## config.mk

```make
export PLATFORM = sky130hd
export DESIGN_NAME = pqf_seq
export DESIGN_NICKNAME = d
export VERILOG_FILES = /design/src/pqf_pkg.sv /design/src/pqf_fifo.sv /design/src/pqf_seq.sv
export SDC_FILE = /design/constraint.sdc
export NUM_CORES = 1
export LEC_CHECK = 0
export BUFFER_PORTS_ARGS = -buffer_cell sky130_fd_sc_hd__clkbuf_2
export CELL_PAD_IN_SITES_DETAIL_PLACEMENT = 1
export CELL_PAD_IN_SITES_GLOBAL_PLACEMENT = 1
export CORE_MARGIN = 2
export CORE_UTILIZATION = 47
export CTS_CLUSTER_DIAMETER = 60
export CTS_CLUSTER_SIZE = 20
export DETAILED_ROUTE_END_ITERATION = 10
export PLACE_DENSITY = 0.76
export SETUP_SLACK_MARGIN = 0.4
export SYNTH_ARGS = -nofsm -noshare
export SYNTH_HDL_FRONTEND = slang
export SYNTH_SLANG_ARGS = --single-unit
```

## constraint.sdc

```tcl
create_clock -name i_clk -period 6.1 [get_ports i_clk]
set_input_delay 1.22 -clock i_clk [delete_from_list [all_inputs] [get_ports i_clk]]
set_output_delay 1.22 -clock i_clk [all_outputs]
set_load 0.02 [all_outputs]
```

## src/pqf_pkg.sv

```systemverilog
// pqf_pkg: constants, frame codes and state encoding for the port sequencer
// assumes a 32-slot command list and a 32-bit data path from the link
package pqf_pkg;
	localparam int SLOTS      = 32;
	localparam int SLOT_W     = 5;
	localparam int DATA_W     = 32;
	localparam int FIFO_DEPTH = 8;
	// received frame kinds, as decoded by the link layer
	localparam logic [2:0] FRM_REG   = 3'h1;
	localparam logic [2:0] FRM_PIOS  = 3'h2;
	localparam logic [2:0] FRM_DATA  = 3'h3;
	localparam logic [2:0] FRM_DMAS  = 3'h4;
	localparam logic [2:0] FRM_SDB   = 3'h5;
	localparam logic [SLOTS-1:0] BITS_ZERO = 32'h0000_0000;
	localparam logic [SLOTS-1:0] BIT_ONE   = 32'h0000_0001;
	// power request codes toward the link
	localparam logic [1:0] PWR_PARTIAL = 2'h1;
	localparam logic [1:0] PWR_SLUMBER = 2'h2;
	typedef enum logic [3:0] {
		ST_IDLE     = 4'b0000,
		ST_FETCH    = 4'b0001,
		ST_XMIT     = 4'b0010,
		ST_PF_PKT   = 4'b0011,
		ST_PF_DESC  = 4'b0100,
		ST_PIO_ENT  = 4'b0101,
		ST_PKT_ENT  = 4'b0110,
		ST_PIO_UPD  = 4'b0111,
		ST_PIO_RX   = 4'b1000,
		ST_D2H_INT  = 4'b1001,
		ST_D2H_QUIET= 4'b1010,
		ST_DMA_SET  = 4'b1011,
		ST_SDB      = 4'b1100,
		ST_PWR      = 4'b1101
	} pqf_state_e;
endpackage

```

## src/pqf_fifo.sv

```systemverilog
// pqf_fifo: flip-flop fifo with valid/ready on both sides
// assumes one clock; depth is a power of two
`timescale 1ns/100ps
module pqf_fifo
#(
	parameter int WIDTH = 32,
	parameter int DEPTH = 8
)
(
	// clock and reset
	input  wire logic             i_clk,
	input  wire logic             i_nrst,
	// fill side
	input  wire logic             i_in_valid,
	input  wire logic [WIDTH-1:0] i_in_data,
	output logic                  o_in_ready,
	// drain side
	output logic                  o_out_valid,
	output logic      [WIDTH-1:0] o_out_data,
	input  wire logic             i_out_ready
);
	localparam int AW = $clog2(DEPTH);
	logic [WIDTH-1:0] mem_r [DEPTH];
	logic [AW-1:0]    wr_r;
	logic [AW-1:0]    rd_r;
	logic [AW:0]      cnt_r;
	wire              push = i_in_valid && o_in_ready;
	wire              pop  = o_out_valid && i_out_ready;

	// honest flags straight from the count
	assign o_in_ready  = (cnt_r != (AW+1)'(DEPTH));
	assign o_out_valid = (cnt_r != '0);
	assign o_out_data  = mem_r[rd_r];

	////////////////////////////////////////////////////////////////////////
	// storage is written without reset, pointers and count are reset
	always_ff @(posedge i_clk)
	begin
		if (push)
			mem_r[wr_r] <= i_in_data;
	end

	always_ff @(posedge i_clk or negedge i_nrst)
	begin
		if (!i_nrst)
		begin
			wr_r  <= '0;
			rd_r  <= '0;
			cnt_r <= '0;
		end
		else
		begin
			if (push)
				wr_r <= wr_r + AW'(1);
			if (pop)
				rd_r <= rd_r + AW'(1);
			cnt_r <= cnt_r + (AW+1)'(push) - (AW+1)'(pop);
		end
	end
endmodule

```

## src/pqf_seq.sv

```systemverilog
// pqf_seq: port command sequencer for pio reads and native queued commands
// assumes a link layer that decodes received frames into one-cycle pulses
// and a memory engine that acknowledges each fetch/prefetch/transfer step
`timescale 1ns/100ps
module pqf_seq
	import pqf_pkg::*;
(
	// clock and reset
	input  wire logic              i_clk,
	input  wire logic              i_nrst,
	// software command control
	input  wire logic [SLOTS-1:0]  i_issue_set,
	input  wire logic [SLOTS-1:0]  i_active_set,
	input  wire logic              i_hdr_prefetch,
	input  wire logic              i_hdr_packet,
	input  wire logic              i_hdr_queued,
	input  wire logic              i_aggr_pm_en,
	input  wire logic              i_slumber_sel,
	// memory engine step handshake
	input  wire logic              i_step_done,
	// link: transmit result and received frames
	input  wire logic              i_tx_ok,
	input  wire logic              i_rx_busy,
	input  wire logic              i_frm_valid,
	input  wire logic [2:0]        i_frm_kind,
	input  wire logic              i_frm_intr,
	input  wire logic [SLOTS-1:0]  i_frm_sdb_bits,
	// link received data
	input  wire logic              i_rx_valid,
	input  wire logic [DATA_W-1:0] i_rx_data,
	output logic                   o_rx_ready,
	// memory write data
	output logic                   o_mem_valid,
	output logic      [DATA_W-1:0] o_mem_data,
	input  wire logic              i_mem_ready,
	// status
	output logic [SLOTS-1:0]       o_command_issue_bits,
	output logic [SLOTS-1:0]       o_queued_active_bits,
	output logic [SLOT_W-1:0]      o_slot,
	output logic [3:0]             o_state,
	output logic                   o_intr,
	output logic                   o_pwr_req,
	output logic [1:0]             o_pwr_mode
);
	pqf_state_e         st_r, st_nxt;
	logic [SLOTS-1:0]   ci_r, sact_r;
	logic [SLOT_W-1:0]  slot_r;
	logic               pkt_r, pf_r, q_r, pkt_sent_r;
	logic               intr_r, pwr_r;
	logic [1:0]         pmode_r;
	logic [SLOTS-1:0]   sdb_bits_r;
	logic               sdb_intr_r;
	logic               fifo_in_ready;

	////////////////////////////////////////////////////////////////////////
	// lowest set issue bit picks the next slot
	function automatic logic [SLOT_W-1:0] low_slot(input logic [SLOTS-1:0] v);
		logic [SLOT_W-1:0] r;
		r = '0;
		for (int i = SLOTS-1; i >= 0; i--)
			if (v[i])
				r = SLOT_W'(i);
		return r;
	endfunction

	// only these five kinds are decoded; legacy queued frames never match
	wire frm_reg  = i_frm_valid && (i_frm_kind == FRM_REG);
	wire frm_pios = i_frm_valid && (i_frm_kind == FRM_PIOS);
	wire frm_data = i_frm_valid && (i_frm_kind == FRM_DATA);
	wire frm_dmas = i_frm_valid && (i_frm_kind == FRM_DMAS);
	wire frm_sdb  = i_frm_valid && (i_frm_kind == FRM_SDB);
	wire [SLOTS-1:0] slot_bit = BIT_ONE << slot_r;
	// a quiet completion of a queued command only drops the issue bit
	wire clr_ci  = (st_r == ST_D2H_QUIET) || (st_r == ST_D2H_INT);
	wire clr_sact = (st_r == ST_SDB);
	wire [SLOTS-1:0] ci_after   = ci_r & ~(clr_ci ? slot_bit : BITS_ZERO);
	wire [SLOTS-1:0] sact_after = sact_r & ~(clr_sact ? sdb_bits_r
		: BITS_ZERO);
	wire [SLOTS-1:0] ci_nxt   = ci_after | i_issue_set;
	wire [SLOTS-1:0] sact_nxt = sact_after | i_active_set;
	wire last_done = (ci_after == BITS_ZERO) && (sact_after == BITS_ZERO);

	////////////////////////////////////////////////////////////////////////
	// sequencer next state
	always_comb
	begin
		st_nxt = st_r;
		case (st_r)
		ST_IDLE:
			if (frm_pios)
				st_nxt = ST_PIO_ENT;
			else if (frm_data)
				st_nxt = ST_PIO_RX;
			else if (frm_dmas)
				st_nxt = ST_DMA_SET;
			else if (frm_sdb)
				st_nxt = ST_SDB;
			else if (frm_reg)
				st_nxt = (i_frm_intr && !q_r) ? ST_D2H_INT
					: ST_D2H_QUIET;
			else if (ci_r != BITS_ZERO && !i_rx_busy)
				st_nxt = ST_FETCH;
		ST_FETCH:
			if (i_step_done)
				st_nxt = ST_XMIT;
		ST_XMIT:
			if (i_tx_ok)
				st_nxt = !pf_r ? ST_IDLE
					: (pkt_r ? ST_PF_PKT : ST_PF_DESC);
		ST_PF_PKT:
			if (i_step_done)
				st_nxt = ST_PF_DESC;
		ST_PF_DESC:
			if (i_step_done)
				st_nxt = ST_IDLE;
		ST_PIO_ENT:
			st_nxt = (pkt_r && !pkt_sent_r) ? ST_PKT_ENT : ST_IDLE;
		ST_PKT_ENT:
			if (i_step_done)
				st_nxt = ST_PIO_UPD;
		ST_PIO_UPD:
			st_nxt = ST_IDLE;
		ST_PIO_RX:
			if (i_step_done)
				st_nxt = ST_IDLE;
		ST_D2H_INT, ST_D2H_QUIET, ST_SDB:
			st_nxt = ST_PWR;
		ST_DMA_SET:
			st_nxt = ST_IDLE;
		ST_PWR:
			st_nxt = ST_IDLE;
		default:
			st_nxt = ST_IDLE;
		endcase
	end

	////////////////////////////////////////////////////////////////////////
	// state and slot bookkeeping; header bits latched at fetch
	always_ff @(posedge i_clk or negedge i_nrst)
	begin
		if (!i_nrst)
		begin
			st_r       <= ST_IDLE;
			ci_r       <= '0;
			sact_r     <= '0;
			slot_r     <= '0;
			pkt_r      <= 1'b0;
			pf_r       <= 1'b0;
			q_r        <= 1'b0;
			pkt_sent_r <= 1'b0;
		end
		else
		begin
			st_r   <= st_nxt;
			ci_r   <= ci_nxt;
			sact_r <= sact_nxt;
			if (st_r == ST_IDLE && st_nxt == ST_FETCH)
			begin
				slot_r     <= low_slot(ci_r);
				pkt_r      <= i_hdr_packet;
				pf_r       <= i_hdr_prefetch;
				q_r        <= i_hdr_queued;
				pkt_sent_r <= 1'b0;
			end
			else if (st_r == ST_PIO_UPD)
				pkt_sent_r <= 1'b1;
		end
	end

	////////////////////////////////////////////////////////////////////////
	// set-device-bits payload held from the accepting edge: the link shows
	// it only during the frame pulse, one cycle before the bits are cleared
	wire sdb_take = (st_r == ST_IDLE) && frm_sdb;
	always_ff @(posedge i_clk or negedge i_nrst)
	begin
		if (!i_nrst)
		begin
			sdb_bits_r <= '0;
			sdb_intr_r <= 1'b0;
		end
		else if (sdb_take)
		begin
			sdb_bits_r <= i_frm_sdb_bits;
			sdb_intr_r <= i_frm_intr;
		end
	end

	////////////////////////////////////////////////////////////////////////
	// interrupt pulse and power request, both registered
	wire want_int = (st_r == ST_D2H_INT)
		|| (clr_sact && sdb_intr_r);
	always_ff @(posedge i_clk or negedge i_nrst)
	begin
		if (!i_nrst)
		begin
			intr_r  <= 1'b0;
			pwr_r   <= 1'b0;
			pmode_r <= PWR_PARTIAL;
		end
		else
		begin
			intr_r  <= want_int;
			// nothing issued and nothing active: the last command is done
			pwr_r   <= (st_r == ST_PWR) && i_aggr_pm_en && last_done;
			pmode_r <= i_slumber_sel ? PWR_SLUMBER : PWR_PARTIAL;
		end
	end

	////////////////////////////////////////////////////////////////////////
	// receive data path; the link stalls when the buffer fills
	wire rx_go = (st_r == ST_PIO_RX);
	assign o_rx_ready = rx_go && fifo_in_ready;

	pqf_fifo #(.WIDTH(DATA_W), .DEPTH(FIFO_DEPTH)) u_fifo
	(
		.i_clk       (i_clk),
		.i_nrst      (i_nrst),
		.i_in_valid  (i_rx_valid && rx_go),
		.i_in_data   (i_rx_data),
		.o_in_ready  (fifo_in_ready),
		.o_out_valid (o_mem_valid),
		.o_out_data  (o_mem_data),
		.i_out_ready (i_mem_ready)
	);

	assign o_command_issue_bits = ci_r;
	assign o_queued_active_bits = sact_r;
	assign o_slot               = slot_r;
	assign o_state              = st_r;
	assign o_intr               = intr_r;
	assign o_pwr_req            = pwr_r;
	assign o_pwr_mode           = pmode_r;
endmodule

```

==> impl_metrics.csv, run 1 <==
group,metric,value,unit
detailed_routing,ant_nets,0,
power,ir_drop,296.3,uV
synthesis,syn_avg_cell_area,16.89,um^2
grt,first_global_vias,10117,
timing,tns,0,ns
critical_path,cp-endpoint,"o_mem_data[17]",
detailed_routing,routed_via_density,5.615,
placed_design,place_congestion,0.8197,
clock_network,cts.path.max_buffers,3,
timing,timing.fmax,0.2282,GHz
detailed_routing,wl_per_cell,22.96,um
synthesis,yosys.area.top_type_share,49.25,%
critical_path,crit_path_max_fanout,49,
clock_network,cts_resized,0,
clock_network,cts_hold_buf,0,
final_layout,postLayoutCellArea,18430,um^2
critical_path,reg2reg_to,"u_fifo.mem_r[4][21]",
power,p_int,4887,uW
grt,grt_pass1_wl,58.93,mm
worst_hold_path,worstHoldStart,"sdb_bits_r[27]",
worst_hold_path,whs_path_depth,1,
placed_design,place_inst,1595,
synthesis,yosys_most_used_dff,"edfxtp_1",
critical_path,critPathKind,"reg2out",
critical_path,worstPathRequired,4.88,ns
placed_design,port-buffer-count,255,
clock_network,cts_setup_buffers,0,
final_layout,final_cells,1650,
synthesis,ys_seq_elements,380,
floorplan,num_rows,66,
critical_path,ff2ff_setup_slack,2.28,ns
timing,min_period_over_period,71.85,%
floorplan,core_area,32620,um^2
final_layout,nNetsFinal,1338,
critical_path,worst_setup_path_start_kind,"flop",
clock_network,h-tree-depth,1,
grt,gr-total-overflow,0,
critical_path,r2r_start,"o_state[2]",
clock_network,cts_sinks,380,
detailed_routing,drc,0,
placed_design,place_area,17450,um^2
detailed_routing,firstDrtPassIters,4,
synthesis,synth_area_leaders,"edfxtp_1 49%, dfrtp_1 20%, mux4_2 9.2%",
power,p_clk_share,27.7,%
synthesis,synth.largest_area_cell,"edfxtp_1",
critical_path,worst_ep_arrival_time,3.16,ns
timing,setup_violations,0,
timing,slew_headroom,18.30,%
timing,post-route-min-period,4.383,ns
power,combinationalPowerShare,25.9,%
clock_network,clock-root-buffer,"clkbuf_16",
timing,worst_pin_slew,1.223,ns
detailed_routing,wirelength,37.89,mm
synthesis,synth_edf_count,256,
clock_network,clkTransAtPathRegs,0.07,ns
power,switching_share,31.13,%
power,p_leak,0.006643,uW
floorplan,initial_utilization,47.85,%
critical_path,slowest_stage,"dfrtp_4",
synthesis,yosys_warnings,0,
synthesis,syn-cell-area,15610,um^2
synthesis,netlist_instances,924,
clock_network,clkLatencyLatePin,0.57,ns
final_layout,layout-drive-gt1-share,42.37,%
clock_network,cts_buffers,29,
detailed_routing,vias,9265,
critical_path,startpoint,"u_fifo.rd_r[0]",
clock_network,tritoncts,"yes",
grt,antenna_found_initial,3,
placed_design,dp_hpwl,25.22,mm
synthesis,ys_seq_area_share,69.14,%
critical_path,r2r_cells,7,
power,power_density,385.0,nW/um^2
final_layout,area_growth,18.09,%
floorplan,fp.dieW,186.2,um
synthesis,synthesis.nets,1078,
timing,slew_violations,0,
floorplan,die_y,186.2,um
power,p_switching,2209,uW
worst_hold_path,hp-class,"reg2reg",
outcome,status,"complete, no violations",
floorplan,die_area,34680,um^2
timing,fin_skew,0.02456,ns
timing,hold_viol,0,
run,cap_violations,0,
critical_path,path_cells,"buf_4 > mux4_2 > mux2_2 > clkbuf_2",
synthesis,yosys.cell_types.count,65,
timing,grt_setup_unrepaired,"false",
synthesis,async_flop_share,32.63,%
critical_path,end_kind,"output pin",
critical_path,critPathMaxStageDelay,1.08,ns
detailed_routing,drt_iter0_drc,540,
floorplan,pin_count,256,
grt,grt_max_degree,64,
grt,grt_use_total,22.37,%
power,seqPwrFrac,46.4,%
## metrics by stage
stage | setup WS [ns] | utilization [%] | total power [uW] | hold WS (ns)
2_1_floorplan | 0.4830 | - | 4604 | 0.4641
3_3_place_gp | 2.272 | 53.49 | 5148 | 0.4829
3_5_place_dp | 2.158 | 53.49 | 5217 | 0.4905
4_1_cts | 1.603 | 56.49 | 7194 | 0.5063
5_1_grt | 1.458 | 56.49 | 7437 | 0.5194
6_report | 1.717 | 56.50 | 7097 | 0.5051
## layout by cell type, fill, tap and decap left out, types with 12 or more instances in the layout
| cell | n |
|---|---|
| a21o_1 | 12 |
| buf_4 | 15 |
| dfrtp_1 | 121 |
| o21ai_0 | 23 |
| nand2_1 | 32 |
| edfxtp_1 | 256 |
| nor2_1 | 23 |
| or2_2 | 39 |
| mux2_2 | 69 |
| a21boi_0 | 25 |
| nand2b_1 | 28 |
| clkbuf_16 | 29 |
| inv_1 | 23 |
| clkbuf_2 | 254 |
| mux4_2 | 64 |
## power by group through the flow
stage / Combinational [uW] / Clock [uW] / Sequential, uW
after floorplan: 1470 / 0 / 3140
after global placement: 1810 / 0 / 3340
after detailed placement: 1860 / 0 / 3360
after CTS: 1870 / 2010 / 3300
after global routing: 1990 / 2100 / 3350
final: 1840 / 1970 / 3290
## cells in the mapped netlist (5+ instances only)
cell      number
o21ai_0       23
or3_1          6
xnor2_1        7
dfrtp_1      123
buf_1          6
nor2_1        24
o32ai_1        8
o41a_1         5
or4_1         10
inv_1         23
nor4_1        11
or2_2         39
nand4_1        5
o31ai_1        7
a21boi_0      25
nor3_1         9
nand2_1       32
o21a_1        11
mux2_2        69
ha_1           8
mux4_2        64
a21oi_1       10
clkbuf_1      28
nand2b_1      28
edfxtp_1     256
a21o_1        12
## cell type report
type | instances | area (um^2)
Fill cell | 3127 | 14190
Sequential cell | 380 | 10800
Multi-Input combinational cell | 481 | 4628
Timing Repair Buffer | 269 | 1384
Clock buffer | 32 | 737.0
Tap cell | 442 | 553.0
Clock inverter | 21 | 240.2
Inverter | 23 | 86.33
Antenna cell | 2 | 5.005
## critical path, delay by kind of cell, from the launching register on
kind,cells,cell delay [ns]
DFF,1,1.08
muxes,2,0.85
buffers and inverters,2,0.64
## flip-flops by register name (all words and copies together), names as in the netlist, 2 cells and up
name and cells:
o_command_issue_bits 32, o_pwr_mode 2, o_queued_active_bits 32, o_slot 5, o_state 4, sdb_bits_r 32
u_fifo.cnt_r 4, u_fifo.mem_r 256, u_fifo.rd_r 3, u_fifo.wr_r 3
## cell families (layout without fill, tap and decap cells)
kind of cell	after synthesis	count (layout)	share of synthesized area (%)
compound gates	136	136	6.454
xor+xnor	10	10	0.5612
fa+ha+maj	9	9	0.7696
buf+inv	63	345	1.603
flops	380	380	69.14
mux	137	137	14.47
other cells	0	2	0
simple gates	189	189	6.999
## worst min path at each step
| stage | end | slack [ns] |
|---|---|---|
| after floorplan | pkt_sent_r | 0.46 |
| after global placement | sdb_bits_r[30] | 0.48 |
| after detailed placement | sdb_bits_r[19] | 0.49 |
| after CTS | sdb_bits_r[19] | 0.51 |
| after global routing | q_r | 0.52 |
| final | sdb_bits_r[27] | 0.51 |
## per-layer routing
metal	track usage (%)	vias up	share of wire [%]
met5	0	-	0.034
met4	3.969	2	1.3
met3	5.997	45	7.6
met2	37.92	282	50
met1	29.51	4795	41
li1	-	4141	-
Power figures use the tool's default switching activity.
==> run 2: changes to the inputs <==
ABC_AREA = 1   (was default)
CORE_UTILIZATION = 40   (was 47)
PLACE_DENSITY = 0.73   (was 0.76)
clock period = 3.6 ns   (was 6.1 ns; I/O delays follow)
==> run 2 against run 1 <==
Effect of this change:
- clock power up 110%
- cell count up 38%
- setup slack worse by 1.2 ns
- non-clock buffer count up 12
- core utilization down 7.1 points
- first-iteration DRC count up 9.4%
- wire length up 21%
- highest routed layer is now met4
==> impl_metrics.csv, run 2 <==
group,metric,value,unit
critical_path,critPathKind,"reg2out",
synthesis,syn_avg_cell_area,10.77,um^2
final_layout,nNetsFinal,1878,
synthesis,synth_area_leaders,"edfxtp_1 49%, dfrtp_1 19%, nor2_1 7.0%",
final_layout,largest_register_ffs,256,
synthesis,synth_common_cells,"295 x nor2_1, 256 x edfxtp_1, 183 x o21ai_0",
grt,grt_use_total,22.58,%
critical_path,path_delay_family,"buffers and inverters",
power,ir_drop,346.3,uV
timing,setup_violations,0,
timing,hold_viol,0,
floorplan,fp.dieW,202.8,um
power,power_density,705.8,nW/um^2
worst_hold_path,hp-class,"in2async",
timing,finalWorstSetupSlack,0.5174,ns
timing,worst_pin_slew,0.7180,ns
synthesis,ys_seq_area_share,68.29,%
synthesis,synth_edf_count,256,
detailed_routing,vias,11756,
clock_network,clkTransAtPathRegs,0.07,ns
final_layout,area_growth,21.48,%
placed_design,dp_hpwl,29.82,mm
critical_path,end_kind,"output pin",
grt,gr-total-overflow,0,
clock_network,h-tree-depth,2,
clock_network,cts_buffers,36,
final_layout,regMostFlops,"u_fifo.mem_r",
timing,tns,0,ns
clock_network,clock-root-buffer,"clkbuf_16",
timing,slew_headroom,52.08,%
synthesis,yosys_most_used_dff,"edfxtp_1",
critical_path,worstPathRequired,2.88,ns
critical_path,crit_buf_inv,3,
placed_design,place_congestion,0.8952,
synthesis,syn-cell-area,15800,um^2
detailed_routing,drc,0,
timing,post-route-min-period,3.083,ns
critical_path,slowest_stage,"dfrtp_4",
timing,fin_skew,0.01615,ns
detailed_routing,wl_per_cell,20.22,um
detailed_routing,routed_via_density,5.179,
detailed_routing,wirelength,45.91,mm
detailed_routing,drt_iter0_drc,591,
critical_path,critPathMaxStageDelay,0.57,ns
grt,grt_pass1_wl,71.39,mm
synthesis,yosys_warnings,0,
run,cap_violations,0,
floorplan,num_rows,72,
critical_path,crit_path_max_fanout,35,
final_layout,layout_common_cells,"291 x nor2_1, 256 x edfxtp_1, 254 x clkbuf_2",
floorplan,initial_utilization,40.70,%
placed_design,place_ws,0.8274,ns
detailed_routing,firstDrtPassIters,5,
timing,timing.fmax,0.3244,GHz
detailed_routing,ant_nets,0,
floorplan,die_y,202.8,um
floorplan,pin_count,256,
timing,min_period_over_period,85.63,%
synthesis,synth.largest_area_cell,"edfxtp_1",
synthesis,yosys.area.top_type_share,48.65,%
power,total_power,13550,uW
clock_network,cts.path.max_buffers,3,
critical_path,worst_ep_arrival_time,2.36,ns
synthesis,yosys.cell_types.count,39,
synthesis,ys_seq_elements,380,
clock_network,clkLatencyLatePin,0.54,ns
critical_path,path_cells,"inv_4 > buf_12 > o21ai_0 > o22ai_1 > nor2_1 > a31oi_1 > clkbuf_2",
synthesis,synthesis.nets,1621,
grt,grt_max_degree,85,
clock_network,cts_sinks,380,
power,p_leak,0.007661,uW
outcome,status,"complete, no violations",
grt,antenna_found_initial,2,
timing,slew_violations,0,
synthesis,netlist_instances,1467,
floorplan,core_area,38830,um^2
final_layout,layout_commonest_cell,"nor2_1",
grt,first_global_vias,12797,
clock_network,tritoncts,"yes",
synthesis,async_flop_share,32.63,%
synthesis,yosysMostFrequentCell,"nor2_1",
placed_design,port-buffer-count,255,
clock_network,cts_hold_buf,0,
timing,hold_slack,0.1798,ns
final_layout,layout-drive-gt1-share,23.54,%
floorplan,die_area,41110,um^2
critical_path,worst_setup_path_start_kind,"flop",
timing,grt_setup_unrepaired,"true",
## run 2: cell count changes after synthesis, moves of 29 or more
cell and delta:
o22ai_1 +33, nor2_1 +271, mux4_2 -64, inv_1 +134
o21ai_0 +160, a31oi_1 +32, mux2_2 -61, nand2_1 +125
clkbuf_1 +29
## run 2: cell type report
type | count | area [um^2]
Multi-Input combinational cell | 863 | 4232
Antenna cell | 2 | 5.005
Timing Repair Buffer | 281 | 1644
Fill cell | 4298 | 19630
Tap cell | 518 | 648.1
Sequential cell | 380 | 10800
Clock inverter | 25 | 321.6
Clock buffer | 39 | 933.4
Inverter | 162 | 616.8
## run 2: stage by stage
step	util, %	std cells	cell area (um^2)
2_1_floorplan	-	1467	15840
3_3_place_gp	45.95	2200	17840
3_5_place_dp	45.95	2200	17840
4_1_cts	49.30	2266	19140
5_1_grt	49.43	2268	19190
6_report	49.44	2270	19200
## run 2: kinds of logic (layout without fill, tap and decap cells)
family                     Yosys count  in the layout  synth area share, %
DFF                                380            380                68.29
and+or+nand+nor                    540            540                14.27
adders and majority gates            9              9               0.7601
AOI/OAI and AO/OA                  301            301                10.37
muxes                                8              8               0.5701
buffers and inverters              224            507                5.463
xor gates and xnor gates             5              5               0.2772
other                                0              2                    0
## run 2: worst paths after layout
path / cells after the start / to / start / slack [ns]
setup / recovery: 7 / o_mem_data[22] / u_fifo.rd_r[0] / 0.52
setup reg to reg: 10 / o_pwr_req / o_state[0] / 0.95
hold / removal: 1 / o_command_issue_bits[14] / i_nrst / 0.18
min in group i_clk: 1 / o_pwr_mode[1] / i_slumber_sel / 0.30
hold reg to reg: 2 / sdb_intr_r / sdb_intr_r / 0.50
max in group asynchronous: 2 / o_pwr_mode[0] / i_nrst / 2.51
## run 2: worst register-to-register path, delay by kind of cell, from the launching register on
kind | cells | cell delay (ns)
DFF | 1 | 0.47
and+or+nand+nor | 6 | 1.36
AOI/OAI and AO/OA | 2 | 0.54
buffers and inverters | 2 | 0.22
## run 2: metal layers
layer | track usage (%) | vias to the layer above | wire length, um
li1 | - | 5503 | -
met1 | 26.75 | 5864 | 18430
met2 | 39.35 | 308 | 22840
met3 | 6.324 | 81 | 3255
met4 | 8.003 | 0 | 1387
met5 | 0 | - | 0
## run 2: what timing repair did
| action | in CTS | in global routing |
|---|---|---|
| pin swaps | 0 | 0 |
| gates cloned | 1 | 1 |
| endpoints found under the hold margin | 0 | 0 |
| endpoints found under the setup margin | 13 | 5 |
| resized for setup | 1 | 4 |
| buffers inserted | 1 | 1 |
## run 2: power by group
part           internal, uW  total (uW)  switching [uW]
clock                  2250        4050            1810
sequential             4950        5150             203
combinational          1420        4340            2930
total                  8610       13500            4940
==> run 3: changes to the inputs <==
CTS_BUF_LIST = sky130_fd_sc_hd__clkbuf_4 sky130_fd_sc_hd__clkbuf_8 sky130_fd_sc_hd__clkbuf_16   (was default)
==> run 3 against run 2 <==
Effect of this change:
- largest power group unchanged
- core utilization barely moved
- register-to-register slack barely moved
- clock skew barely moved
- largest cell class unchanged
- via count rose by 0.12%
- total power barely moved
- cell count did not move
- setup slack barely moved
- worst hold slack barely moved
- fmax barely moved
- die area did not move
- clock power barely moved
- sequential power barely moved
==> impl_metrics.csv, run 3 (synthesis results as in run 2) <==
group,metric,value,unit
outcome,status,"complete, no violations",
critical_path,cp.depth,7,
detailed_routing,drt_iter0_drc,603,
critical_path,r2r_cells,10,
floorplan,die_y,202.8,um
critical_path,worst_ep_arrival_time,2.36,ns
clock_network,clkLatencyLatePin,0.54,ns
placed_design,port-buffer-count,255,
floorplan,pin_count,256,
final_layout,layout_commonest_cell,"nor2_1",
clock_network,cts.path.max_buffers,3,
power,power_density,706.1,nW/um^2
final_layout,final_cells,2270,
timing,fin_skew,0.01587,ns
floorplan,num_rows,72,
critical_path,crit_buf_inv,3,
critical_path,crit_path_max_fanout,35,
grt,grt_max_degree,85,
grt,grt_pass1_wl,71.40,mm
clock_network,clock-root-buffer,"clkbuf_16",
floorplan,core_area,38830,um^2
clock_network,cts_buffers,36,
timing,hold_viol,0,
critical_path,critPathKind,"reg2out",
placed_design,place_congestion,0.8952,
worst_hold_path,hp-class,"in2async",
final_layout,fill_cells,4298,
placed_design,place_inst,2200,
detailed_routing,ant_nets,0,
timing,hold_slack,0.1794,ns
grt,grt_use_total,22.58,%
final_layout,area_growth,21.53,%
timing,slew_violations,0,
detailed_routing,drc,0,
critical_path,slowest_stage,"dfrtp_4",
detailed_routing,vias,11770,
power,ir_drop,346.7,uV
placed_design,dp_hpwl,29.82,mm
floorplan,initial_utilization,40.70,%
critical_path,worstPathRequired,2.88,ns
timing,worst_pin_slew,0.7182,ns
critical_path,worst_setup_path_start_kind,"flop",
detailed_routing,routed_via_density,5.185,
clock_network,cts_sinks,380,
final_layout,layout_common_cells,"291 x nor2_1, 256 x edfxtp_1, 254 x clkbuf_2",
clock_network,h-tree-depth,2,
floorplan,fp.dieW,202.8,um
detailed_routing,wirelength,45.96,mm
detailed_routing,wl_per_cell,20.25,um
clock_network,clkTransAtPathRegs,0.07,ns
final_layout,nNetsFinal,1878,
timing,min_period_over_period,85.62,%
detailed_routing,firstDrtPassIters,5,
critical_path,critPathMaxStageDelay,0.57,ns
critical_path,path_delay_family,"buffers and inverters",
clock_network,cts_hold_buf,0,
power,p_leak,0.007668,uW
grt,antenna_found_initial,2,
clock_network,tritoncts,"yes",
final_layout,regMostFlops,"u_fifo.mem_r",
grt,first_global_vias,12795,
critical_path,path_cells,"inv_4 > buf_12 > o21ai_0 > o22ai_1 > nor2_1 > a31oi_1 > clkbuf_2",
critical_path,end_kind,"output pin",
timing,setup_violations,0,
final_layout,layout-drive-gt1-share,23.66,%
timing,post-route-min-period,3.082,ns
timing,tns,0,ns
timing,timing.fmax,0.3244,GHz
timing,slew_headroom,52.07,%
timing,grt_setup_unrepaired,"true",
floorplan,die_area,41110,um^2
final_layout,largest_register_ffs,256,
grt,gr-total-overflow,0,
run,cap_violations,0,
==> run 3: cell counts in the layout (fill, tap and decap cells not counted) <==
Identical to the previous run, type by type.
==> run 3: worst reg2reg max path: cells and delay by family (launching register included) <==
family | cells | cell delay (ns)
AND/OR/NAND/NOR | 6 | 1.36
flip-flops | 1 | 0.47
AO/OA/AOI/OAI | 2 | 0.54
buffers and inverters | 2 | 0.22
==> run 3: report_power, final <==
part	total (uW)	switching [uW]	internal [uW]
Clock	4070	1810	2260
Sequential	5150	204	4950
Combinational	4340	2920	1420
==> run 3: through the flow <==
step / cell area, um^2 / setup WS (ns) / power (uW) / util, %
after floorplan: 15840 / 0.05510 / 7907 / -
after global routing: 19200 / 0.3887 / 14330 / 49.45
after detailed placement: 17840 / 0.8274 / 9446 / 45.95
after CTS: 19150 / 0.4143 / 13650 / 49.32
after global placement: 17840 / 0.9010 / 9299 / 45.95
final: 19200 / 0.5176 / 13560 / 49.46
==> run 3: path summary, 6_finish.rpt <==
kind / slack, ns / end / from
max in group asynchronous: 2.51 / o_pwr_mode[0] / i_nrst
max: 0.52 / o_mem_data[21] / u_fifo.rd_r[0]
max reg2reg: 0.95 / o_pwr_req / o_state[0]
min reg2reg: 0.50 / sdb_intr_r / sdb_intr_r
min in group i_clk: 0.30 / o_pwr_mode[1] / i_slumber_sel
min: 0.18 / o_command_issue_bits[14] / i_nrst
==> run 3: final cells by class <==
type / instances / area [um^2] / area share, %
sequential: 380 / 10800 / 56.22
multi-input combinational: 863 / 4232 / 22.03
timing repair buffer: 281 / 1644 / 8.561
clock buffer: 39 / 940.9 / 4.899
tap: 518 / 648.1 / 3.375
inverter: 162 / 616.8 / 3.212
clock inverter: 25 / 321.6 / 1.674
antenna: 2 / 5.005 / 0.02606
==> run 3: repair_timing <==
action	4_1_cts	5_1_grt
endpoints found under the setup margin	13	5
setup buffers	1	1
gates resized for setup	1	4
cloned	1	1
==> run 3: routing by layer <==
metal	GRT usage, %	wire [um]	vias to the layer above
li1	-	-	5505
met1	26.74	18410	5884
met2	39.35	22950	303
met3	6.324	3237	78
met4	8.003	1358	0
met5	0	0	-
